==> config.mk <==
export PLATFORM = sky130hd
export DESIGN_NAME = frame_acquisition_sequencer
export DESIGN_NICKNAME = d
export VERILOG_FILES = /design/src/frame_acq_pkg.sv /design/src/frame_acquisition_sequencer.sv
export SDC_FILE = /design/constraint.sdc
export NUM_CORES = 1
export LEC_CHECK = 0
export ABC_AREA = 1
export ABC_CLOCK_PERIOD_IN_PS = 6650
export BUFFER_PORTS_ARGS = -buffer_cell sky130_fd_sc_hd__buf_2
export CAP_MARGIN = 5
export CORE_UTILIZATION = 65
export CTS_CLUSTER_SIZE = 20
export DETAILED_ROUTE_END_ITERATION = 7
export PLACE_DENSITY = 0.9
export RECOVER_POWER = 100
export SLEW_MARGIN = 5
export SYNTH_ARGS = -nofsm -noshare
export SYNTH_HDL_FRONTEND = slang
export SYNTH_SLANG_ARGS = --single-unit
==> constraint.sdc <==
create_clock -name ref_clk_in -period 6.65 [get_ports ref_clk_in]
set_clock_uncertainty 0.1 [all_clocks]
set_input_delay 0.3325 -clock ref_clk_in [delete_from_list [all_inputs] [get_ports ref_clk_in]]
set_output_delay 0.3325 -clock ref_clk_in [all_outputs]
set_load 0.01 [all_outputs]
==> src/frame_acq_pkg.sv <==
// constants shared by the frame acquisition sequencer
package frame_acq_pkg;
    // register map, word offsets as byte addresses
    localparam logic [7:0] REG_CTRL = 8'h00;
    localparam logic [7:0] REG_CMD = 8'h04;
    localparam logic [7:0] REG_BURST_LEN = 8'h08;
    localparam logic [7:0] REG_FRAME_PERIOD = 8'h0c;
    localparam logic [7:0] REG_STATUS = 8'h10;
    localparam logic [7:0] REG_FRAME_COUNT = 8'h14;
    // control register fields
    localparam int CTRL_CONTINUOUS_BIT = 0;
    localparam int CTRL_BURST_TRIG_ON_BIT = 1;
    localparam int CTRL_FRAME_TRIG_ON_BIT = 2;
    localparam int CTRL_BURST_SRC_LINE_BIT = 3;
    localparam int CTRL_FRAME_SRC_LINE_BIT = 4;
    // command register fields, write one to execute
    localparam int CMD_START_BIT = 0;
    localparam int CMD_STOP_BIT = 1;
    localparam int CMD_SW_BURST_BIT = 2;
    localparam int CMD_SW_FRAME_BIT = 3;
    // reset values
    localparam logic [4:0] CTRL_RESET = 5'h00;
    localparam logic [15:0] BURST_LEN_RESET = 16'h0001;
    localparam logic [31:0] FRAME_PERIOD_RESET = 32'h0000_1000;
    // sequencer states
    typedef enum logic [1:0] {
        ST_IDLE = 2'b00,
        ST_WAIT_BURST = 2'b01,
        ST_WAIT_FRAME = 2'b10,
        ST_IN_FRAME = 2'b11
    } acq_state_e;
endpackage

==> src/frame_acquisition_sequencer.sv <==
// frame acquisition sequencer: arm, burst window, frame trigger gating
//
// How it works
// - no frame before a start command
// - single mode: one frame, then disarm
// - continuous mode: stay armed until stop
// - after stop, need fresh start
// - burst trigger off: burst start internal
// - burst trigger on: armed waits burst
// - waiting burst: frame triggers ignored
// - burst event opens frame trigger window
// - count frames, burst length closes window
// - frame triggers ignored outside waiting state
// - frame trigger off: internal periodic triggers
// - stop mid-frame finishes frame first
// - source is software command or line 1
//
// The implementer's own choices: the register addresses and the strobed register port.
`timescale 1ns/100ps
`default_nettype none
module frame_acquisition_sequencer #(
    parameter int BURST_W = 16
) (
    // clock and reset
    input wire logic ref_clk_in,
    input wire logic reset_n_in,
    // register port
    input wire logic [7:0] reg_addr_in,
    input wire logic [31:0] reg_wdata_in,
    input wire logic reg_wr_in,
    input wire logic reg_rd_in,
    output logic [31:0] reg_rdata_out,
    // trigger input line 1, already synchronous
    input wire logic line1_in,
    // exposure and readout engine
    input wire logic frame_done_in,
    output logic frame_start_out,
    output logic armed_out,
    output logic frame_busy_out
);
    logic wr_ctrl, wr_cmd;
    logic [4:0] ctrl_q;
    logic [BURST_W-1:0] burst_len_q;
    logic [31:0] period_q;
    logic [BURST_W-1:0] burst_cnt_q;
    logic [31:0] timer_q;
    logic [31:0] frame_cnt_q;
    logic line1_q;
    logic line1_rise;
    logic cmd_start, cmd_stop, sw_burst, sw_frame;
    logic burst_ev, frame_ev, timer_ev;
    logic stop_pend_q;
    logic continuous, burst_on, frame_on;
    frame_acq_pkg::acq_state_e state_q, state_d;

    assign wr_ctrl = reg_wr_in && (reg_addr_in == frame_acq_pkg::REG_CTRL);
    assign wr_cmd = reg_wr_in && (reg_addr_in == frame_acq_pkg::REG_CMD);
    assign cmd_start = wr_cmd && reg_wdata_in[frame_acq_pkg::CMD_START_BIT];
    assign cmd_stop = wr_cmd && reg_wdata_in[frame_acq_pkg::CMD_STOP_BIT];
    assign sw_burst = wr_cmd && reg_wdata_in[frame_acq_pkg::CMD_SW_BURST_BIT];
    assign sw_frame = wr_cmd && reg_wdata_in[frame_acq_pkg::CMD_SW_FRAME_BIT];
    assign continuous = ctrl_q[frame_acq_pkg::CTRL_CONTINUOUS_BIT];
    assign burst_on = ctrl_q[frame_acq_pkg::CTRL_BURST_TRIG_ON_BIT];
    assign frame_on = ctrl_q[frame_acq_pkg::CTRL_FRAME_TRIG_ON_BIT];

    // configuration registers
    always_ff @(posedge ref_clk_in) begin
        if (!reset_n_in) begin
            ctrl_q <= frame_acq_pkg::CTRL_RESET;
            burst_len_q <= BURST_W'(frame_acq_pkg::BURST_LEN_RESET);
            period_q <= frame_acq_pkg::FRAME_PERIOD_RESET;
        end else if (reg_wr_in) begin
            if (wr_ctrl) begin
                ctrl_q <= reg_wdata_in[4:0];
            end
            if (reg_addr_in == frame_acq_pkg::REG_BURST_LEN) begin
                burst_len_q <= reg_wdata_in[BURST_W-1:0];
            end
            if (reg_addr_in == frame_acq_pkg::REG_FRAME_PERIOD) begin
                period_q <= reg_wdata_in;
            end
        end
    end

    // line 1 rising edge detector
    always_ff @(posedge ref_clk_in) begin
        if (!reset_n_in) begin
            line1_q <= 1'b0;
        end else begin
            line1_q <= line1_in;
        end
    end
    assign line1_rise = line1_in && !line1_q;

    // trigger source select: software command or line 1 edge
    assign burst_ev = ctrl_q[frame_acq_pkg::CTRL_BURST_SRC_LINE_BIT] ? line1_rise
                      : sw_burst;
    assign frame_ev = !frame_on ? timer_ev
                      : (ctrl_q[frame_acq_pkg::CTRL_FRAME_SRC_LINE_BIT] ? line1_rise
                      : sw_frame);

    // internal frame rate timer, runs only while waiting for a frame
    always_ff @(posedge ref_clk_in) begin
        if (!reset_n_in) begin
            timer_q <= 32'h0000_0000;
        end else if (state_q != frame_acq_pkg::ST_WAIT_FRAME || timer_ev) begin
            timer_q <= 32'h0000_0000;
        end else begin
            timer_q <= timer_q + 32'h0000_0001;
        end
    end
    assign timer_ev = (state_q == frame_acq_pkg::ST_WAIT_FRAME)
                      && (timer_q + 32'h0000_0001 >= period_q);

    // state transitions
    always_comb begin
        state_d = state_q;
        case (state_q)
            frame_acq_pkg::ST_IDLE: begin
                if (cmd_start) begin
                    state_d = burst_on ? frame_acq_pkg::ST_WAIT_BURST
                              : frame_acq_pkg::ST_WAIT_FRAME;
                end
            end
            frame_acq_pkg::ST_WAIT_BURST: begin
                if (cmd_stop) begin
                    state_d = frame_acq_pkg::ST_IDLE;
                end else if (burst_ev) begin
                    state_d = frame_acq_pkg::ST_WAIT_FRAME;
                end
            end
            frame_acq_pkg::ST_WAIT_FRAME: begin
                if (cmd_stop) begin
                    state_d = frame_acq_pkg::ST_IDLE;
                end else if (frame_ev) begin
                    state_d = frame_acq_pkg::ST_IN_FRAME;
                end
            end
            frame_acq_pkg::ST_IN_FRAME: begin
                if (frame_done_in) begin
                    if (stop_pend_q || cmd_stop || !continuous) begin
                        state_d = frame_acq_pkg::ST_IDLE;
                    end else if (burst_on && (burst_cnt_q >= burst_len_q)) begin
                        state_d = frame_acq_pkg::ST_WAIT_BURST;
                    end else begin
                        state_d = frame_acq_pkg::ST_WAIT_FRAME;
                    end
                end
            end
            default: begin
                state_d = frame_acq_pkg::ST_IDLE;
            end
        endcase
    end

    // state register
    always_ff @(posedge ref_clk_in) begin
        if (!reset_n_in) begin
            state_q <= frame_acq_pkg::ST_IDLE;
        end else begin
            state_q <= state_d;
        end
    end

    // stop held until the running frame completes
    always_ff @(posedge ref_clk_in) begin
        if (!reset_n_in) begin
            stop_pend_q <= 1'b0;
        end else if (state_q != frame_acq_pkg::ST_IN_FRAME) begin
            stop_pend_q <= 1'b0;
        end else if (cmd_stop) begin
            stop_pend_q <= 1'b1;
        end
    end

    // burst frame counter
    always_ff @(posedge ref_clk_in) begin
        if (!reset_n_in) begin
            burst_cnt_q <= '0;
        end else if (cmd_start || cmd_stop
                     || (state_q == frame_acq_pkg::ST_WAIT_BURST && burst_ev)) begin
            burst_cnt_q <= '0;
        end else if (state_q == frame_acq_pkg::ST_WAIT_FRAME && frame_ev) begin
            burst_cnt_q <= burst_cnt_q + BURST_W'(1);
        end
    end

    // total frames started since reset
    always_ff @(posedge ref_clk_in) begin
        if (!reset_n_in) begin
            frame_cnt_q <= 32'h0000_0000;
        end else if (state_q == frame_acq_pkg::ST_WAIT_FRAME && frame_ev && !cmd_stop) begin
            frame_cnt_q <= frame_cnt_q + 32'h0000_0001;
        end
    end

    // outputs to the exposure engine, all registered
    always_ff @(posedge ref_clk_in) begin
        if (!reset_n_in) begin
            frame_start_out <= 1'b0;
            armed_out <= 1'b0;
            frame_busy_out <= 1'b0;
        end else begin
            // only the waiting state lets a frame trigger through
            frame_start_out <= (state_q == frame_acq_pkg::ST_WAIT_FRAME)
                               && frame_ev && !cmd_stop;
            armed_out <= (state_d != frame_acq_pkg::ST_IDLE);
            frame_busy_out <= (state_d == frame_acq_pkg::ST_IN_FRAME);
        end
    end

    // read data, one cycle after the strobe
    always_ff @(posedge ref_clk_in) begin
        if (!reset_n_in) begin
            reg_rdata_out <= 32'h0000_0000;
        end else if (reg_rd_in) begin
            case (reg_addr_in)
                frame_acq_pkg::REG_CTRL: reg_rdata_out <= {27'h0, ctrl_q};
                frame_acq_pkg::REG_BURST_LEN: reg_rdata_out <= 32'(burst_len_q);
                frame_acq_pkg::REG_FRAME_PERIOD: reg_rdata_out <= period_q;
                frame_acq_pkg::REG_STATUS: begin
                    reg_rdata_out <= {13'h0, stop_pend_q, 2'(state_q), 32'(burst_cnt_q) >> 16 == 0
                                      ? 16'(burst_cnt_q) : 16'hffff};
                end
                frame_acq_pkg::REG_FRAME_COUNT: reg_rdata_out <= frame_cnt_q;
                default: reg_rdata_out <= 32'h0000_0000;
            endcase
        end else begin
            reg_rdata_out <= 32'h0000_0000;
        end
    end

    // no frame start unless armed and waiting
    property p_no_frame_idle;
        @(posedge ref_clk_in) disable iff (!reset_n_in)
        frame_start_out |-> $past(state_q) == frame_acq_pkg::ST_WAIT_FRAME && frame_busy_out;
    endproperty
    a_no_frame_idle: assert property (p_no_frame_idle)
        else $error("frame start outside waiting state");

    // single mode disarms after frame done
    property p_single;
        @(posedge ref_clk_in) disable iff (!reset_n_in)
        (state_q == frame_acq_pkg::ST_IN_FRAME && frame_done_in && !continuous)
            |=> state_q == frame_acq_pkg::ST_IDLE;
    endproperty
    a_single: assert property (p_single)
        else $error("single mode did not disarm");

    // continuous mode stays armed without stop
    property p_cont;
        @(posedge ref_clk_in) disable iff (!reset_n_in)
        (state_q == frame_acq_pkg::ST_IN_FRAME && frame_done_in && continuous
            && !cmd_stop && !stop_pend_q) |=> state_q != frame_acq_pkg::ST_IDLE;
    endproperty
    a_cont: assert property (p_cont)
        else $error("continuous mode disarmed");

    // stop while waiting disarms at once
    property p_stop;
        @(posedge ref_clk_in) disable iff (!reset_n_in)
        (cmd_stop && state_q != frame_acq_pkg::ST_IN_FRAME) |=> !armed_out;
    endproperty
    a_stop: assert property (p_stop)
        else $error("stop did not disarm");

    // start with burst mode on waits for burst
    property p_arm_burst;
        @(posedge ref_clk_in) disable iff (!reset_n_in)
        (state_q == frame_acq_pkg::ST_IDLE && cmd_start)
            |=> state_q == (burst_on ? frame_acq_pkg::ST_WAIT_BURST
                                     : frame_acq_pkg::ST_WAIT_FRAME);
    endproperty
    a_arm_burst: assert property (p_arm_burst)
        else $error("wrong state after start");

    // burst event opens window
    property p_burst_open;
        @(posedge ref_clk_in) disable iff (!reset_n_in)
        (state_q == frame_acq_pkg::ST_WAIT_BURST && burst_ev && !cmd_stop)
            |=> state_q == frame_acq_pkg::ST_WAIT_FRAME && burst_cnt_q == '0;
    endproperty
    a_burst_open: assert property (p_burst_open)
        else $error("burst event did not open window");

    // full burst returns to waiting for burst
    property p_burst_close;
        @(posedge ref_clk_in) disable iff (!reset_n_in)
        (state_q == frame_acq_pkg::ST_IN_FRAME && frame_done_in && continuous && burst_on
            && !cmd_stop && !stop_pend_q && burst_cnt_q >= burst_len_q)
            |=> state_q == frame_acq_pkg::ST_WAIT_BURST;
    endproperty
    a_burst_close: assert property (p_burst_close)
        else $error("burst did not close");

    // pending stop ends at frame completion
    property p_stop_mid;
        @(posedge ref_clk_in) disable iff (!reset_n_in)
        (stop_pend_q && frame_done_in) |=> state_q == frame_acq_pkg::ST_IDLE && !armed_out;
    endproperty
    a_stop_mid: assert property (p_stop_mid)
        else $error("stop after frame did not disarm");
endmodule
`default_nettype wire

==> impl_results.md, run 1 <==
* Vias at 9057
* Diode count at 0
* Setup_tns at 0 ns
* Post-layout util at around 74%
* Max-cap violation count at 2
* CP Capture Type: register
* Die width at 121 um
* Drt wl/cell at ~16 um
* Crit Path Max Fanout at 37
* Failing checks: max-capacitance violations, max-slew violations
* Gate Count Post-Synth at 1310
* Post-CTS setup buffers at 0
* Ys flop type: dfxtp_1
* Total CTS buffers at 17
* Starting Density at 66.8%
* Clock tree buffer depth at 2
* Initial antenna violation count at 0
* DR iter-0 viols at roughly 970
* Status: complete, but fails checks
* Critical path class: reg2reg
* Layout area overhead at 10.4%
* Cell Pwr Density at 205 nW/um2
* Dominant cells by area after synthesis: dfxtp_1 (37%), nand2_1 (13%), inv_1 (7.1%), ha_1 (6.9%), a21oi_1 (6.7%)
* WL final at 25000 um
* Full die area at 14700 um2
* RSZ-0062 raised after global routing: no
* Residual DRC at 0
* CTS Root Cell: clkbuf_16
* P_leak at 4.10 nW
* Dpl ws at 2.14 ns
* Worst hold slack at 0.0509 ns
* Final Max Tran Viols at 81
* Largest net degree at the start of global routing at 49
* Crit-path max cell delay at 1.00 ns
* Count of different cell masters after synthesis at 43
* PortBufs at 80
* Ys async rst share at 0%
* Detailed placement HPWL at 17900 um
* Number of synthesized flops with an enable pin at 0
* Post-synthesis register bit count at 172
* H-tree Lvls at 4
* Setup violators final at 0
* Worst-skew pair later-pin latency at 0.44 ns
* GR Util All Layers at 35.1%
* Post-synth top area share at 37.2%
* Seq/Total Area, Yosys at 37.2%
* I/O pins at 81
* Die extent in y at roughly 120 um
* Sinks on the clock net at 172
* Critical Path Start Type: register
* Hold-fix buffer count after cts at 0
* Clk slew on worst S/H paths at about 0.070 ns
* Period utilization at 78.1%
* Final nets at 1472
* Grt ovf at 0
* Maximum vdd drop at 208 uV
* Max frequency at a little under 200 MHz
* Largest area contributor in the netlist: dfxtp_1
* Final ANT Viol Nets at 0
* Cell family contributing the most delay on the critical path: simple AND/OR/NAND/NOR gates
* Mapped Area at 9270 um2
* WP data required at 6.88 ns
* Buf/Inv on CP at 4
* WP data arrival at approximately 5.4 ns
* Hold WC Path Type: in2reg
* Drt first pass iters at 7
* Post-CTS Resized at 0
* Vias in the first global route at 8320
* Final Hold Viols at 0
* Share of post-route cells with drive strength above 1 at 7.42%
* Post-route total power at between 0.002 and 0.0025 W
* Placement Rows at 43
* CTS tree: built
* Placer congestion estimate at 0.990
* Core ar. at approximately 14000 um2
* Syn. warnings at 0
* Avg Cell Area, Syn at 7.07 um2
* Period minus WS final at 5.20 ns
* Max-Slew Margin vs Limit at -19.7%
* Slowest CP cell: inv_1
* Setup ws final at around 1.5 ns
* Tightest Pin Transition at 1.80 ns
* Vias/cell at 5.78
* Syn_nets at 1407
* Global-route wire length before repair at 40100 um
[power by group]
part           switching [W]  internal [W]
logic              0.0000303     0.0000147
clock network       0.000420      0.000599
registers        0.000000790       0.00103
total               0.000451       0.00164
[state kept, by name, indices dropped and copies added (netlist names), 2 cells and up]
signal         cells
ctrl_q             5
frame_cnt_q       32
reg_rdata_out     32
state_q            2
timer_q           32
period_q          32
burst_cnt_q       16
burst_len_q       16
[cells by family after synthesis]
group                    share of synthesized area [%]
AND/OR/NAND/NOR                                   26.6
AO/OA/AOI/OAI                                     14.6
buffers and inverters                             9.38
flip-flops                                        37.2
XOR/XNOR                                          5.39
adder cells (fa/ha/maj)                           6.89
[stage by stage]
stage / instance area (um2) / cells
2_1_floorplan: 9270 / 1310
3_3_place_gp: 9750 / 1536
3_5_place_dp: 9750 / 1536
4_1_cts: 10300 / 1568
5_1_grt: 10200 / 1568
6_report: 10200 / 1568
[cell type report]
type / instances / area [um2]
Timing Repair Buffer: 85 / 382
Tap cell: 180 / 225
Sequential cell: 172 / 3440
Clock inverter: 11 / 144
Inverter: 185 / 694
Clock buffer: 21 / 450
Fill cell: 1110 / 3650
Multi-Input combinational cell: 914 / 4890
[path summary, 6_finish.rpt]
path	depth (start not counted)	startpoint	to	slack [ns]
worst max register to register	26	timer_q[0]	frame_cnt_q[6]	1.45
worst min-delay path	3	reg_wdata_in[11]	burst_len_q[11]	0.05
worst max-delay path	26	timer_q[0]	frame_cnt_q[6]	1.45
worst min register to register	1	timer_q[0]	timer_q[0]	0.37
[synthesized netlist by cell type, types with 3 or more instances]
cell        n
a21oi_1   124
nor4_1      7
clkbuf_1   23
nand2_1   317
nor3_1     36
inv_2       7
ha_1       51
buf_4       4
nand3_2     3
a221oi_1    6
dfxtp_1   172
nand3b_1    4
buf_2      11
or2_2       3
nand3_1    32
o22ai_1     6
o221ai_1    4
xor2_1     46
a41oi_1     7
nor2_2      6
xnor2_1    11
nand4_1    21
nor3_2      3
o21ai_0    47
inv_1     176
o21a_1      3
nor2_1    141
a211oi_2   17
[cell usage in the layout (no fill, tap or decap), types with 33 or more instances in the layout]
cell type / n
a21oi_1: 124
buf_2: 44
clkbuf_1: 42
dfxtp_1: 172
ha_1: 51
inv_1: 181
nand2_1: 318
nand3_1: 33
nor2_1: 143
nor3_1: 36
o21ai_0: 48
xor2_1: 46
[routing by layer]
layer | track usage, % | part of all wire (%)
met5 | 0 | 0
met4 | 14.6 | 3.1
met3 | 8.22 | 9.7
met2 | 54.9 | 45
met1 | 46.1 | 42
[worst register-to-register path: stages (launching register included)]
cell and delay, ns:
dfxtp_1 0.38, ha_1 0.19, nand2_1 0.07, nor2_1 0.21, nand2_1 0.14, inv_1 0.09, nand2_1 0.05, nor2_1 0.08
nand3_1 0.09, nor2_1 0.14, inv_1 0.08, nor2_1 0.28, nand3_1 0.15, nand2_1 0.14, inv_1 0.06, ha_1 0.26
nand2_1 0.04, nor2_1 0.14, nand4_1 0.12, nor2_1 0.11, nand2_1 0.09, nand3_1 0.11, nand3_2 0.60, inv_1 1.02
nand3_1 0.19, nand2_1 0.11, nor2_1 0.06
Power figures use the tool's default switching activity.
==> run 2, diff against run 1 <==
ABC_CLOCK_PERIOD_IN_PS = 5100   (was 6650)
CORE_UTILIZATION = 60   (was 65)
PLACE_DENSITY = 0.84   (was 0.9)
clock period = 5.1 ns   (was 6.65 ns; I/O delays follow)
==> run 2 against run 1 <==
Effect of this change:
- the flow still finishes with violations (max-capacitance violations, max-slew violations)
- largest power group is now the clock network
- via count is 1.0% lower
- power increased by 34%
- wire length decreased by 0.38%
- worst hold slack worse by 0.045 ns
- critical path depth is 16 lower
- register-to-register slack worse by 0.68 ns
- design area rose by 1.8%
- first-iteration DRC count is 11% lower
- sequential power is 31% higher
- global-route usage shrank 2.9 points
- clock power grew 37%
==> impl_results.md, run 2 (synthesis results as in run 1) <==
* Die extent in y at 126 um
* Vias at 8966
* Failing checks: max-capacitance violations, max-slew violations
* I/O pins at 81
* Post-route total power at roughly 0.0028 W
* Period minus WS final at 4.43 ns
* Die width at 126 um
* Clock power frac at 49.9%
* Initial antenna violation count at 0
* P_leak at 4.18 nW
* Combinational power share at 2.3%
* Global-route wire length before repair at 40200 um
* Full die area at roughly 16000 um2
* Int Pwr at 0.00223 W
* Total CTS buffers at 17
* Final ANT Viol Nets at 0
* Final nets at between 1000 and 1500
* Buf/Inv on CP at 4
* Switching pwr at 0.000587 W
* Setup violators final at 0
* PortBufs at 80
* Sequential fraction of design power at around 48%
* Setup_tns at 0 ns
* Critical Path Most Common Cell: nor2_1
* Most frequent cells in the layout: nand2_1 (318), inv_1 (178), dfxtp_1 (172)
* Crit Path Max Fanout at 34
* CTS Root Cell: clkbuf_16
* Setup ws final at 0.674 ns
* Cell Pwr Density at ~270 nW/um2
* Share of post-route cells with drive strength above 1 at 7.93%
* Met1 usage at 41.5%
* H-tree Lvls at 4
* DR iter-0 viols at around 860
* WP data required at 5.28 ns
* Max frequency at ~230 MHz
* WP data arrival at about 4.6 ns
* Vias in the first global route at between 8000 and 9000
* Tightest Pin Transition at ~1.6 ns
* Fillers at 1321
* Maximum vdd drop at approximately 370 uV
* Crit-path max cell delay at 1.30 ns
* Sinks on the clock net at ~170
* Sw Share at 20.9%
* Drt wl/cell at 15.7 um
* Seq. cell area at about 3400 um2
* Final Max Tran Viols at 32
* Starting Density at 61.2%
* Placer congestion estimate at 0.989
* Critical Path Start Type: input pin
* DP Cell Count at 1546
* Slowest CP cell: nor2_1
* Commonest non-fill, non-tap cell in the layout: nand2_1
* Max-Slew Margin vs Limit at -10.4%
* Dpl ws at 1.08 ns
* CTS tree: built
* M3 GR Usage at around 8%
* Status: complete, but fails checks
* Critical path class: in2reg
* Grt ovf at 0
* Final Hold Viols at 0
* Critical-path cell list: buf_2 > nor2_1 > nand2_1 > nor4_4 > clkbuf_1 > inv_2 > nor2_1 > inv_2 > nor2_1 > a211oi_1
* Diode count at 0
* Drt first pass iters at 7
* Post-CTS setup buffers at 0
* Worst-skew pair later-pin latency at roughly 0.44 ns
* Core ar. at 15100 um2
* Cell family contributing the most delay on the critical path: simple AND/OR/NAND/NOR gates
* Post-layout instance count excluding filler cells at between 1500 and 2000
* WL final at roughly 25000 um
* Period utilization at between 80 and 90%
* Hold WC Path Type: in2reg
* Placement Rows at 45
* CP Capture Type: register
* Layout area overhead at 12.4%
* Vias/cell at 5.65
* Clk slew on worst S/H paths at 0.06 ns
* Largest net degree at the start of global routing at just under 50
* Clock tree buffer depth at 2
* Detailed placement HPWL at 18100 um
* Residual DRC at 0
* Area of the multi-input gates at 4910 um2
* Global routing's busiest layer: met2
* Met2 Track Usage GR at between 50% and 60%
* GR Util All Layers at between 30 and 40%
* RSZ-0062 raised after global routing: no
* Max-cap violation count at 1
[run 2: cell types whose count changed in the layout (fill, tap and decap cells not counted), moves of 3 or more]
cell / before / now
a211oi_1: 6 / 2
inv_2: 1 / 4
inv_1: 181 / 178
dlygate4sd3_1: 0 / 10
a211oi_2: 11 / 15
[run 2: area by class of cell]
| class | instances | area share [%] |
|---|---|---|
| Multi-Input combinational cell | 914 | 47.2 |
| Clock buffer | 22 | 4.55 |
| Timing Repair Buffer | 97 | 4.77 |
| Tap cell | 188 | 2.26 |
| Sequential cell | 172 | 33.0 |
| Inverter | 185 | 6.67 |
| Clock inverter | 10 | 1.55 |
[run 2: power groups by stage]
stage	sequential (W)	clock, W	combinational, W
3_3_place_gp	0.00138	0	0.0000581
6_report	0.00135	0.00140	0.0000642
2_1_floorplan	0.00138	0	0.0000293
4_1_cts	0.00135	0.00141	0.0000642
3_5_place_dp	0.00138	0	0.0000582
5_1_grt	0.00134	0.00147	0.0000689
[run 2: through the flow]
step	util, %	instance area (um2)	hold slack [ns]
CTS	69.4	10500	0.00454
finish	68.8	10400	0.00589
global placement	64.6	9780	0.349
global route	68.8	10400	0.0129
detailed placement	64.6	9780	0.368
floorplan	-	9270	0.248
[run 2: path summary, 6_finish.rpt]
path | start | endpoint | slack, ns | depth (start not counted)
hold / removal | reg_wdata_in[26] | period_q[26] | 0.006 | 3
hold reg to reg | timer_q[0] | timer_q[0] | 0.38 | 1
setup / recovery | reg_addr_in[7] | period_q[23] | 0.67 | 10
setup reg to reg | timer_q[0] | frame_cnt_q[28] | 0.77 | 27
[run 2: worst min-delay path: stages]
cell      delay (ns)
buf_2           0.09
nor2_1          0.09
a211oi_1        0.05
[run 2: routing by layer]
metal  routed length [um]  share of wire [%]  vias up
met1                10600                 42     4095
met3                 2330                9.3       69
met5                   11              0.044        -
met2                11300                 45      393
met4                  754                3.0        2
li1                     -                  -     4407
[run 2: repair_timing]
action,4_1_cts,5_1_grt
endpoints found under the hold margin,17,0
resized for setup,0,0
hold buffers,10,0
